## config.mk

```make
export PLATFORM = sky130hd
export DESIGN_NAME = dspb_serial_top
export DESIGN_NICKNAME = d
export VERILOG_FILES = /design/src/hdl/dspb_serial_top.v
export VERILOG_INCLUDE_DIRS = /design/src /design/src/hdl
export SDC_FILE = /design/constraint.sdc
export NUM_CORES = 1
export LEC_CHECK = 0
export BUFFER_PORTS_ARGS = -buffer_cell sky130_fd_sc_hd__buf_2
export CORE_MARGIN = 3
export CORE_UTILIZATION = 50
export CTS_CLUSTER_DIAMETER = 60
export DETAILED_ROUTE_END_ITERATION = 16
export PLACE_DENSITY = 0.72
export SYNTH_ARGS = -nofsm -noshare
export SYNTH_HDL_FRONTEND = slang
export SYNTH_SLANG_ARGS = --single-unit
export TNS_END_PERCENT = 30
```

## constraint.sdc

```tcl
create_clock -name clk -period 13.35 [get_ports clk]
set_input_delay 1.335 -clock clk [delete_from_list [all_inputs] [get_ports clk]]
set_output_delay 1.335 -clock clk [all_outputs]
set_load 0.01 [all_outputs]
```

## src/hdl/dspb_serial_regs.vh

```
// register map, field positions, reset values and timing counts of the dual serial port
// assumes a 32-bit apb slave; every register sits in the low bits of one aligned word
`ifndef DSPB_SERIAL_REGS_VH
`define DSPB_SERIAL_REGS_VH

// ----------------------------------------------------------------------------
// byte addresses
// ----------------------------------------------------------------------------
`define DSPB_ADDR_P0_CTRL    8'h00
`define DSPB_ADDR_P0_DATA    8'h04
`define DSPB_ADDR_P0_RELOAD  8'h08
`define DSPB_ADDR_P1_CTRL    8'h0c
`define DSPB_ADDR_P1_DATA    8'h10
`define DSPB_ADDR_P1_RELOAD  8'h14
`define DSPB_ADDR_CFG        8'h18

// ----------------------------------------------------------------------------
// control register fields (both ports)
// ----------------------------------------------------------------------------
`define DSPB_CTL_MODE_HI     7
`define DSPB_CTL_MODE_LO     6
`define DSPB_CTL_MP          5
`define DSPB_CTL_REN         4
`define DSPB_CTL_TB8         3
`define DSPB_CTL_RB8         2
`define DSPB_CTL_TI          1
`define DSPB_CTL_RI          0
`define DSPB_CTL_RESET       8'h00
`define DSPB_RELOAD_RESET    10'h000

// ----------------------------------------------------------------------------
// configuration register fields
// ----------------------------------------------------------------------------
`define DSPB_CFG_SMOD        0
`define DSPB_CFG_T1SEL       1
`define DSPB_CFG_STOP2_P0    2
`define DSPB_CFG_STOP2_P1    3
`define DSPB_CFG_TH1_LSB     8
`define DSPB_CFG_TH1_MSB     15
`define DSPB_TH1_RESET       8'h00

// ----------------------------------------------------------------------------
// timing: 16 sample ticks per bit, sample in the middle
// ----------------------------------------------------------------------------
`define DSPB_TICK_LAST       4'hf
`define DSPB_TICK_MID        4'h7
`define DSPB_RELOAD_SPAN     13'h400
`define DSPB_TH1_SPAN        13'h100
`define DSPB_INT_MUL_FAST    13'h002
`define DSPB_INT_MUL_SLOW    13'h004
`define DSPB_T1_MUL_FAST     13'h00c
`define DSPB_T1_MUL_SLOW     13'h018
`define DSPB_FIX_TICK_FAST   13'h002
`define DSPB_FIX_TICK_SLOW   13'h004

`endif

```

## src/hdl/dspb_serial_top.v

```verilog
// dual asynchronous serial port with baud generators, apb register access
// assumes one 100 MHz clock, synchronous active-high reset, rx pins already synchronous
//
// Overview of operation
// [RULE1] port zero timer-one rate: 2^smod * clk / (384 * (256 - th1))
// [RULE2] port zero internal rate: 2^smod * clk / (64 * (1024 - reload))
// [RULE3] port one rate only internal: clk / (32 * (1024 - reload))
// [RULE4] each port's internal reload value is ten bits wide
// [RULE5] double-rate bit scales port zero only, never port one
// [RULE6] receiver assembles bytes least significant bit first
// [RULE7] transmitter shifts bytes out least significant bit first
// [RULE8] port zero modes 1 and 3 use internal or timer-one rate
// [RULE9] port zero mode 2 runs fixed at clk/32 or clk/64
// [RULE10] port one mode 0 is nine-bit frame, mode 1 eight-bit frame
// [RULE11] port zero mode 0 does nothing; port one has only two modes
// [RULE12] rates 300 to 38400 baud, ninth bit as parity, one or two stops
// [RULE13] 38400 baud reachable with a 1.2288 MHz clock
// [RULE14] software supplies transmitted ninth bit; received ninth bit is reported
// [RULE15] each port has a multiprocessor enable bit
// [RULE16] seven-bit frames: software handles bit 7 itself
// [RULE17] no parity generator; parity comes from the processor's flag
// [RULE18] each port is governed by its own control register
// [RULE19] port zero mode bits: 00 none, 01 eight-bit, 10/11 nine-bit
// [RULE20] hardware sets done flags, software clears them
// [RULE21] receiver starts frames only while receive enable is set
// [RULE22] rx ninth bit holds stop bit in 8-bit mode, ninth bit otherwise
// [RULE23] writing the data register starts a send; received byte is held
// [RULE24] start bit found by falling edge, bits sampled mid-bit
//
// The implementer's own choices: the address map and the APB register port.
`timescale 1ns/1ps
`include "dspb_serial_regs.vh"

module dspb_serial_top (
  input  wire        clk,
  input  wire        srst,
  input  wire        psel,
  input  wire        penable,
  input  wire        pwrite,
  input  wire [7:0]  paddr,
  input  wire [31:0] pwdata,
  output reg  [31:0] prdata,
  output reg         pready,
  output reg         pslverr,
  input  wire        rxd0,
  input  wire        rxd1,
  output wire        txd0,
  output wire        txd1
);

  // --------------------------------------------------------------------------
  // states
  // --------------------------------------------------------------------------
  localparam [3:0] RX_IDLE  = 4'h1;
  localparam [3:0] RX_START = 4'h2;
  localparam [3:0] RX_DATA  = 4'h4;
  localparam [3:0] RX_STOP  = 4'h8;
  localparam [1:0] TX_IDLE  = 2'h1;
  localparam [1:0] TX_SEND  = 2'h2;

  // --------------------------------------------------------------------------
  // functions
  // --------------------------------------------------------------------------
  // sample-tick period in clocks; one bit lasts sixteen ticks
  function [12:0] tickLimit;
    input       isPortOne;
    input       fixedRate;
    input       useTimer;
    input       smod;
    input [9:0] reload;
    input [7:0] th1;
    begin
      if (fixedRate)
        tickLimit = smod ? `DSPB_FIX_TICK_FAST : `DSPB_FIX_TICK_SLOW; // RULE9
      else if (useTimer && !isPortOne) // RULE8
        tickLimit = (`DSPB_TH1_SPAN - {5'h00, th1})
                    * (smod ? `DSPB_T1_MUL_FAST : `DSPB_T1_MUL_SLOW); // RULE1
      else if (isPortOne)
        tickLimit = (`DSPB_RELOAD_SPAN - {3'h0, reload}) * `DSPB_INT_MUL_FAST; // RULE3 RULE13
      else
        tickLimit = (`DSPB_RELOAD_SPAN - {3'h0, reload})
                    * (smod ? `DSPB_INT_MUL_FAST : `DSPB_INT_MUL_SLOW); // RULE2 RULE5
    end
  endfunction

  // mode decode shared by both ports
  function portActive;
    input       isPortOne;
    input [7:0] ctl;
    begin
      portActive = isPortOne | ctl[`DSPB_CTL_MODE_HI] | ctl[`DSPB_CTL_MODE_LO]; // RULE11 RULE19
    end
  endfunction

  function portNine;
    input       isPortOne;
    input [7:0] ctl;
    begin
      portNine = isPortOne ? ~ctl[`DSPB_CTL_MODE_HI] : ctl[`DSPB_CTL_MODE_HI]; // RULE10 RULE19
    end
  endfunction

  // --------------------------------------------------------------------------
  // apb slave: answer in the first access cycle
  // --------------------------------------------------------------------------
  reg        smod_r;
  reg        t1Sel_r;
  reg  [1:0] stop2_r;
  reg  [7:0] th1_r;
  wire       accessDone = psel & penable & pready;
  wire       wrEn       = accessDone & pwrite;
  wire       rdEn       = accessDone & ~pwrite;
  wire [7:0] ctlRd [0:1];
  wire [7:0] bufRd [0:1];
  wire [9:0] relRd [0:1];
  wire [1:0] txLine;
  reg [31:0] rdMux;
  reg        addrOk;

  always @*
  begin
    rdMux  = 32'h0000_0000;
    addrOk = 1'b1;
    case ({paddr[7:2], 2'b00})
      `DSPB_ADDR_P0_CTRL:   rdMux = {24'h00_0000, ctlRd[0]};
      `DSPB_ADDR_P0_DATA:   rdMux = {24'h00_0000, bufRd[0]};
      `DSPB_ADDR_P0_RELOAD: rdMux = {22'h00_0000, relRd[0]};
      `DSPB_ADDR_P1_CTRL:   rdMux = {24'h00_0000, ctlRd[1]};
      `DSPB_ADDR_P1_DATA:   rdMux = {24'h00_0000, bufRd[1]};
      `DSPB_ADDR_P1_RELOAD: rdMux = {22'h00_0000, relRd[1]};
      `DSPB_ADDR_CFG:       rdMux = {16'h0000, th1_r, 4'h0, stop2_r, t1Sel_r, smod_r};
      default:              addrOk = 1'b0;
    endcase
  end

  always @(posedge clk)
  begin
    if (srst)
    begin
      pready  <= 1'b0;
      pslverr <= 1'b0;
      prdata  <= 32'h0000_0000;
    end
    else
    begin
      // ready rises after the setup edge, falls after the access edge
      pready  <= psel & ~penable;
      pslverr <= psel & ~penable & ~addrOk;
      if (psel && !penable && !pwrite)
        prdata <= rdMux;
    end
  end

  always @(posedge clk)
  begin
    if (srst)
    begin
      smod_r  <= 1'b0;
      t1Sel_r <= 1'b0;
      stop2_r <= 2'b00;
      th1_r   <= `DSPB_TH1_RESET;
    end
    else if (wrEn && ({paddr[7:2], 2'b00} == `DSPB_ADDR_CFG))
    begin
      smod_r  <= pwdata[`DSPB_CFG_SMOD];
      t1Sel_r <= pwdata[`DSPB_CFG_T1SEL];
      stop2_r <= pwdata[`DSPB_CFG_STOP2_P1:`DSPB_CFG_STOP2_P0]; // RULE12
      th1_r   <= pwdata[`DSPB_CFG_TH1_MSB:`DSPB_CFG_TH1_LSB];
    end
  end

  assign txd0 = txLine[0];
  assign txd1 = txLine[1];

  // --------------------------------------------------------------------------
  // per-port baud divider, transmitter and receiver
  // --------------------------------------------------------------------------
  genvar g;
  generate
    for (g = 0; g < 2; g = g + 1)
    begin : port
      localparam ONE = (g == 1);
      wire [7:0] base = (g == 1) ? `DSPB_ADDR_P1_CTRL : `DSPB_ADDR_P0_CTRL;
      wire [7:0] waddr = {paddr[7:2], 2'b00};
      wire       wrCtl = wrEn & (waddr == base);
      wire       wrDat = wrEn & (waddr == base + 8'h04);
      wire       wrRel = wrEn & (waddr == base + 8'h08);
      wire       rxPin = (g == 1) ? rxd1 : rxd0;

      reg  [7:0]  ctl_r;
      reg  [9:0]  reload_r;
      reg  [7:0]  rxBuf_r;
      reg  [12:0] div_r;
      reg         tick_r;
      reg  [1:0]  txState_r;
      reg  [10:0] txSr_r;
      reg  [3:0]  txLeft_r;
      reg  [3:0]  txTc_r;
      reg         txd_r;
      reg  [3:0]  rxState_r;
      reg  [8:0]  rxSr_r;
      reg  [3:0]  rxBits_r;
      reg  [3:0]  rxTc_r;
      reg         rxPrev_r;
      reg         txDone;
      reg         rxDone;
      reg         rxNinth;

      wire active = portActive(ONE, ctl_r);
      wire nine   = portNine(ONE, ctl_r);
      wire fixed  = !ONE && (ctl_r[7:6] == 2'b10);
      wire stop2  = stop2_r[g];
      wire mp     = ctl_r[`DSPB_CTL_MP];
      wire ren    = ctl_r[`DSPB_CTL_REN];
      wire [12:0] limit = tickLimit(ONE, fixed, t1Sel_r, smod_r, reload_r, th1_r);
      // 8-bit frames take data from the upper shift bits, 9-bit from the lower
      wire [7:0] rxByte = nine ? rxSr_r[7:0] : rxSr_r[8:1];
      // multiprocessor filter: only address frames or valid stops complete
      wire rxAccept = !mp || (nine ? rxSr_r[8] : rxPin); // RULE15

      assign ctlRd[g] = ONE ? {ctl_r[7], 1'b0, ctl_r[5:0]} : ctl_r; // RULE18
      assign bufRd[g] = rxBuf_r;
      assign relRd[g] = reload_r;
      assign txLine[g] = txd_r;

      always @(posedge clk)
      begin
        if (srst)
        begin
          div_r  <= 13'h0000;
          tick_r <= 1'b0;
        end
        else if (div_r >= limit - 13'h0001)
        begin
          div_r  <= 13'h0000;
          tick_r <= 1'b1;
        end
        else
        begin
          div_r  <= div_r + 13'h0001;
          tick_r <= 1'b0;
        end
      end

      always @(posedge clk)
      begin
        if (srst)
        begin
          txState_r <= TX_IDLE;
          txSr_r    <= 11'h7ff;
          txLeft_r  <= 4'h0;
          txTc_r    <= 4'h0;
          txd_r     <= 1'b1;
          txDone    <= 1'b0;
        end
        else
        begin
          txDone <= 1'b0;
          case (txState_r)
            TX_IDLE:
            begin
              if (wrDat && active) // RULE23
              begin
                txd_r     <= 1'b0;
                // ninth bit from software; parity is computed by the cpu
                txSr_r    <= {2'b11, nine ? ctl_r[`DSPB_CTL_TB8] : 1'b1,
                              pwdata[7:0]}; // RULE14 RULE17
                txLeft_r  <= 4'h9 + {3'h0, nine} + {3'h0, stop2}; // RULE12
                txTc_r    <= 4'h0;
                txState_r <= TX_SEND;
              end
            end
            TX_SEND:
            begin
              if (tick_r)
              begin
                txTc_r <= txTc_r + 4'h1;
                if (txTc_r == `DSPB_TICK_LAST)
                begin
                  if (txLeft_r == 4'h0)
                  begin
                    txState_r <= TX_IDLE;
                    txDone    <= 1'b1;
                  end
                  else
                  begin
                    txd_r    <= txSr_r[0]; // RULE7
                    txSr_r   <= {1'b1, txSr_r[10:1]};
                    txLeft_r <= txLeft_r - 4'h1;
                  end
                end
              end
            end
            default:
            begin
              txState_r <= TX_IDLE;
              txd_r     <= 1'b1;
            end
          endcase
        end
      end

      always @(posedge clk)
      begin
        if (srst)
        begin
          rxState_r <= RX_IDLE;
          rxSr_r    <= 9'h000;
          rxBits_r  <= 4'h0;
          rxTc_r    <= 4'h0;
          rxPrev_r  <= 1'b1;
          rxDone    <= 1'b0;
          rxNinth   <= 1'b0;
        end
        else
        begin
          rxPrev_r <= rxPin;
          rxDone   <= 1'b0;
          if (!ren || !active) // RULE21
            rxState_r <= RX_IDLE;
          else
          begin
            case (rxState_r)
              RX_IDLE:
              begin
                if (rxPrev_r && !rxPin) // RULE24
                begin
                  rxTc_r    <= 4'h0;
                  rxState_r <= RX_START;
                end
              end
              RX_START:
              begin
                if (tick_r)
                begin
                  rxTc_r <= rxTc_r + 4'h1;
                  if (rxTc_r == `DSPB_TICK_MID)
                  begin
                    // a glitch shorter than half a bit is not a start
                    rxState_r <= rxPin ? RX_IDLE : RX_DATA; // RULE24
                    rxTc_r    <= 4'h0;
                    rxBits_r  <= 4'h0;
                  end
                end
              end
              RX_DATA:
              begin
                if (tick_r)
                begin
                  rxTc_r <= rxTc_r + 4'h1;
                  if (rxTc_r == `DSPB_TICK_LAST)
                  begin
                    rxSr_r   <= {rxPin, rxSr_r[8:1]}; // RULE6
                    rxBits_r <= rxBits_r + 4'h1;
                    if (rxBits_r == (nine ? 4'h8 : 4'h7))
                      rxState_r <= RX_STOP;
                  end
                end
              end
              RX_STOP:
              begin
                if (tick_r)
                begin
                  rxTc_r <= rxTc_r + 4'h1;
                  if (rxTc_r == `DSPB_TICK_LAST)
                  begin
                    rxState_r <= RX_IDLE;
                    rxDone    <= rxAccept;
                    rxNinth   <= nine ? rxSr_r[8] : rxPin; // RULE22
                  end
                end
              end
              default:
                rxState_r <= RX_IDLE;
            endcase
          end
        end
      end

      // control register: a hardware event wins over a software clear
      always @(posedge clk)
      begin
        if (srst)
        begin
          ctl_r    <= `DSPB_CTL_RESET;
          reload_r <= `DSPB_RELOAD_RESET;
          rxBuf_r  <= 8'h00;
        end
        else
        begin
          if (wrCtl)
            ctl_r <= pwdata[7:0];
          if (wrRel)
            reload_r <= pwdata[9:0]; // RULE4
          if (txDone)
            ctl_r[`DSPB_CTL_TI] <= 1'b1; // RULE20
          // byte is held until software clears the receive flag; a clear in the same
          // cycle as a new byte lets the byte in, so the hardware set wins
          if (rxDone && (!ctl_r[`DSPB_CTL_RI] || (wrCtl && !pwdata[`DSPB_CTL_RI])))
          begin
            rxBuf_r             <= rxByte; // RULE23
            ctl_r[`DSPB_CTL_RB8] <= rxNinth; // RULE14
            ctl_r[`DSPB_CTL_RI] <= 1'b1; // RULE20
          end
        end
      end
    end
  endgenerate

endmodule // dspb_serial_top

```

### Word level (Yosys, flattened, before mapping)

Index checks and enable logic that the tools add are counted.
W data, S select, Z words.

* add/subtract/negate cells: 19
* multiply operators: 2
* divide/modulo/power cells: 0
* magnitude comparators: 2
* equal/unequal tests: 55
* shifts and indexed selects: 0
* multiplexer cells: 112
* bitwise gates (word level): 27
* reduce and logical (&&, ||, !) cells: 69

Operators with widths (count)
* $mux W4: 46
* $pmux W16 S7: 1
* $mux W11: 8
* $ne A2 B2 Y1 const B: 26
* $pmux W4 S2: 6
* $pmux W11 S2: 2
* $pmux W4 S4: 2
* $reduce_and A4 Y1: 8
* $add A13 B1 Y13 const B: 2
* $ge A13 B13 Y1: 2
* $mux W13: 2
* $sub A13 B1 Y13 const B: 2
* $add A4 B1 Y4 const B: 6
* $eq A4 B4 Y1 const B: 6
* $pmux W4 S3: 2
* $sub A11 B10 Y12 const A: 2
* $mux W1: 23
* $reduce_and A5 Y1: 4
* $eq A6 B3 Y1 const B: 3
* $eq A4 B3 Y1 const B: 4
* $mux W2: 8
* $mux W8: 2
* $reduce_and A8 Y1: 2
* $reduce_bool A2 Y1: 8
* 34 further kinds: 109

* register bits after elaboration: 220
* latch bits: 0
* RAM bits: 0
* memory bits (read-only): 0
* input bits: 47
* output and inout port bits: 36
* memories kept: 0

### Logic depth before layout (Yosys ltp)

* word-level depth: 8
* gate-level depth with buffers: 25
* depth with buffers taken out: 24

### Worst setup path before layout

No wires, ideal clock.

* path type: register to register
* from: register smod_r
* to: register port[0].div_r[10]
* library setup time: 0.128 ns
* data arrival time: 5.935 ns
* data required time: 13.222 ns
* setup slack: 7.287 ns
* stages on the path, launching flop included: 25
* period minus slack after synthesis: 6.063 ns
* cells stage by stage: dfxtp_1 -> buf_1 -> buf_1 -> clkbuf_1 -> nor2b_1 -> ha_1 -> fa_1 -> ha_1 -> ha_1 -> fa_1 -> a21o_1 -> a21oi_1 -> o21bai_1 -> nor3b_1 -> o41ai_1 -> a21oi_1 -> nor4b_2 -> xnor2_1 -> ha_1 -> nand4_1 -> o41ai_1 -> nor3_1 -> a21oi_1 -> clkbuf_1 -> nor2_1

* word-level cells in the longest chain between the ends: 7
* elaborated cells between the ends (all ways): 9
* those cells by class: 1 x add/sub; 2 x mul; 1 x order compare; 4 x mux; 1 x reduce/logical

RTL lines
* from (decl): line dspb_serial_top.v:106 `reg smod_r;`
* from (signal assigned): line dspb_serial_top.v:165 `` smod_r <= pwdata[`DSPB_CFG_SMOD]; ``
* $mux W3 (no source line) or $mux W5 (tied branches)
* $mul A12 B4 Y13 or $mul A10 B6 Y13 (tied branches): line dspb_serial_top.v:81, dspb_serial_top.v:76
* $mux W13: line dspb_serial_top.v:75 `else if (useTimer && !isPortOne)`
* $mux W13 *: line dspb_serial_top.v:73 `if (fixedRate)`
* $sub A13 B1 Y13 *: line dspb_serial_top.v:233 `else if (div_r >= limit - 13'h0001)`
* $ge A13 B13 Y1 *: line dspb_serial_top.v:233
* $reduce_or A2 Y1 (no source line) *
* to (signal assigned): line dspb_serial_top.v:240 `div_r <= div_r + 13'h0001;`
* to (decl): line dspb_serial_top.v:193 `reg [12:0] div_r;`

Every way passes the cells marked *; elsewhere a longest branch is shown, timed or not.
A chain may end at the register's enable or synchronous reset.

### Final worst setup path

* from: register th1_r[0]
* to: register port[0].div_r[2]

* word-level cells in the longest chain between the ends: 7

RTL lines
* from (decl): line dspb_serial_top.v:109 `reg [7:0] th1_r;`
* from (signal assigned): line dspb_serial_top.v:161 `` th1_r <= `DSPB_TH1_RESET; ``
* from (signal assigned): line dspb_serial_top.v:168 `` th1_r <= pwdata[`DSPB_CFG_TH1_MSB:`DSPB_CFG_TH1_LSB]; ``
* $sub A9 B8 Y10 (no source line)
* $mul A10 B6 Y13: line dspb_serial_top.v:76 `` tickLimit = (`DSPB_TH1_SPAN - {5'h00, th1}) ``
* $mux W13: line dspb_serial_top.v:75
* $mux W13: line dspb_serial_top.v:73
* $sub A13 B1 Y13: line dspb_serial_top.v:233
* $ge A13 B13 Y1: line dspb_serial_top.v:233
* $reduce_or A2 Y1 (no source line)

Every way passes these cells.

==> flow_summary.toml <==
[status]
outcome = "finished clean"

[synth]
synthAdderAreaFrac_pct = 9.12
synth_top_family_by_area = "simple AND/OR/NAND/NOR gates"
synthXorXnorAreaFrac_pct = 5.37
synth-compound-area-share_pct = 18.1
ys.flop_type = "dfxtp_1"
synth_warnings = 0
synth_edf_count = 0
synthTopCellsByArea = "dfxtp_1, ha_1, nor2_1"
synthSimpleGateAreaFrac_pct = 23.6
ys_ff_latch = 199
syn-cell-area_sq_um = 11900
syn_avg_cell_area_sq_um = 8.02
netlist_instances = 1484
yosysMostFrequentCell = "dfxtp_1"
ys_async_sr_fraction_pct = 0
synthTopCellsByCount = "dfxtp_1, nor2_1, nand2_1"
synth_top_cell_by_area = "dfxtp_1"
synth_cell_types = 75
synth_mux_area_share_pct = 4.52
yosysSeqAreaShare_pct = 33.5
yosysTopAreaCellShare_pct = 33.5

[layout]
area_growth_pct = 7.41
nFillCells = 2131
layout-drive-gt1-share_pct = 7.92
utilization_pct = 55.5
fin_cells = 1803
finalInstanceArea_sq_um = 12800
nets = 1606
antenna_cells = 0

[worst_setup_path]
crit_top_cell = "ha_1"
reg2reg_to = "port[0].div_r[2]"
crit_fanout = 13
critPathLaunchType = "flip-flop"
required_ps = 13640
r2r_cells = 24
slowest_stage = "a21oi_1"
path_cells = "inv_1 -> ha_1 -> xnor2_1 -> nor2b_1 -> ha_1 -> inv_1 -> fa_1 -> inv_1 -> ha_1 -> fa_1 -> a21o_1 -> a21oi_1 -> o21bai_1 -> nor3b_1 -> o41ai_1 -> a21oi_1 -> nor4b_2 -> xnor2_1 -> ha_1 -> nand4_1 -> o41ai_1 -> nor3_1 -> a21oi_1 -> nor2_1"
critPathKind = "flip-flop to flip-flop"
crit_cells = 24
cpLargestDelayFamily = "compound AO/OA/AOI/OAI gates"
timing.rr.start = "th1_r[0]"
critPathArrivalTime_ps = 7020
path_buf_inv = 3
max_stage_delay_ps = 810
r2r_slack_ps = 6620
crit_path_end_kind = "flip-flop"

[detailed_routing]
wire_per_inst_um = 15.4
num_vias = 10300
dr.pass1.iters = 5
ant_nets = 0
detail_route.wirelength_mm = 27.8
drtIter0Drc = 867
routed_via_density = 5.69
drc_errors = 0

[pwr]
ir_drop_v = 0.0000872
p_leak_nw = 5.19
total_power_mw = 1.18
p_per_area_nw_per_um2 = 92.4

[sta]
hold_viol_final = 0
rsz0062_at_grt = "false"
finalSetupViolations = 0
period_minus_slack_ps = 6730
finalClockSkew_ps = 12.0
finalCritPeriodShare_pct = 50.4
slew_headroom_pct = 24.2
whs_ps = 452
slew_violations = 0
finalSetupTns_ps = 0
timing.final.ws_setup_ps = 6620
fmax_ghz = 0.149
worst_pin_slew_ps = 1140

[global_routing]
antenna_found_initial = 0
grt_start_max_net_pins = 80
grt_pass1_wl_mm = 46.7
first_global_vias = 9563
grt_usage_pct = 21.5
overflow = 0

[cts]
hold_buffers = 0
cts_tree = "built"
cts.sinks = 199
post_cts_buffers = 0
cts_resized = 0
cts_max_level = 4
cts_buffers = 17
path_clk_slew_ps = 70
clock_latency_ps = 440
cts_max_path_buffers = 2
cts-root-buf = "clkbuf_16"

[floorplanning]
core_sq_um = 23100
die_height_um = 160
row_count = 55
fp.dieW_um = 160
fp.dieArea_sq_um = 25700
start_util_pct = 51.7
ioPinCount = 83

[place]
dpl.cell_count = 1771
placed_cell_area_sq_um = 12200
dp_hpwl_mm = 19.8
preCtsSetupSlack_ps = 6570
io_buffers = 48
place_congestion = 0.874

[flow_run]
drv_cap = 0

[worst_hold_path]
hold_depth = 2
hold_start = "port[1].txDone"
hold_end = "port[1].ctl_r[1]"
hold_class = "flip-flop to flip-flop"
## logic make-up after synthesis
kind of cell,after synthesis
flops,199
buf+inv,159
other cells,1
compound gates,326
mux,53
xor+xnor,73
simple gates,591
fa+ha+maj,82
## power by group
part	internal, mW	leakage (nW)	switching [mW]
Sequential	0.601	1.61	0.00879
Combinational	0.0230	3.30	0.0423
Clock	0.254	0.282	0.254
## routing by layer
| layer | vias up | global-route usage, % | routed length (um) | share of wire, % |
|---|---|---|---|---|
| met1 | 4791 | 29.8 | 13000 | 47 |
| met5 | - | 0 | 0 | 0 |
| met2 | 242 | 35.4 | 13000 | 47 |
| met3 | 32 | 3.20 | 1380 | 5.0 |
| met4 | 0 | 5.56 | 422 | 1.5 |
| li1 | 5190 | - | - | - |
## how the worst max path moves through the flow
stage | from | to | slack, ps
finish | th1_r[0] | port[0].div_r[2] | 6620
CTS | th1_r[0] | port[0].div_r[2] | 6540
global placement | th1_r[0] | port[0].div_r[10] | 6790
floorplan | smod_r | port[0].div_r[10] | 7290
detailed placement | th1_r[0] | port[0].div_r[2] | 6570
global route | th1_r[0] | port[0].div_r[2] | 6130
## area by class of cell
class                   instances  area [sq um]  share of cell area [%]
multi-input cells            1149          7320                    57.3
flip-flops and latches        199          3980                    31.1
repair buffers                 58           318                    2.48
clock buffers                  19           443                    3.46
clock inverters                13           135                    1.06
well taps                     313           392                    3.06
inverters                      52           195                    1.53
## placed cells by master (no fill, tap or decap), types with 6 or more instances in the layout
cell / instances
a21o_1: 18
conb_1: 24
and3_1: 12
and2_1: 16
nand4_1: 13
a21oi_1: 117
ha_1: 74
a211oi_1: 27
xnor2_1: 41
nand2b_1: 17
nand2_1: 148
mux2i_1: 47
nor2_1: 178
nor3_1: 41
nor4b_1: 6
buf_4: 11
nor4_1: 8
mux2_2: 6
a31oi_1: 18
o311ai_0: 17
nand3_1: 80
a22o_1: 9
a22oi_1: 9
inv_1: 52
a221oi_1: 12
dfxtp_1: 199
fa_1: 8
clkbuf_16: 17
o21ai_0: 45
buf_2: 47
nor2b_1: 27
or2_2: 7
or4_1: 6
xor2_1: 32
## flip-flops by register name, indices dropped and copies added (netlist names), 15 cells and up
signal / count
port.rxSr_r: 18
port.txSr_r: 18
port.div_r: 26
port.ctl_r: 15
port.reload_r: 20
port.rxBuf_r: 16
prdata: 16
## worst register-to-register path, stage by stage (launching register included)
cell	delay, ps
dfxtp_1	470
inv_1	110
ha_1	250
xnor2_1	170
nor2b_1	160
ha_1	290
inv_1	50
fa_1	520
inv_1	40
ha_1	320
fa_1	480
a21o_1	200
a21oi_1	230
o21bai_1	120
nor3b_1	150
o41ai_1	410
a21oi_1	130
nor4b_2	320
xnor2_1	130
ha_1	340
nand4_1	100
o41ai_1	570
nor3_1	90
a21oi_1	810
nor2_1	120
(Power assumes the default switching activity.)
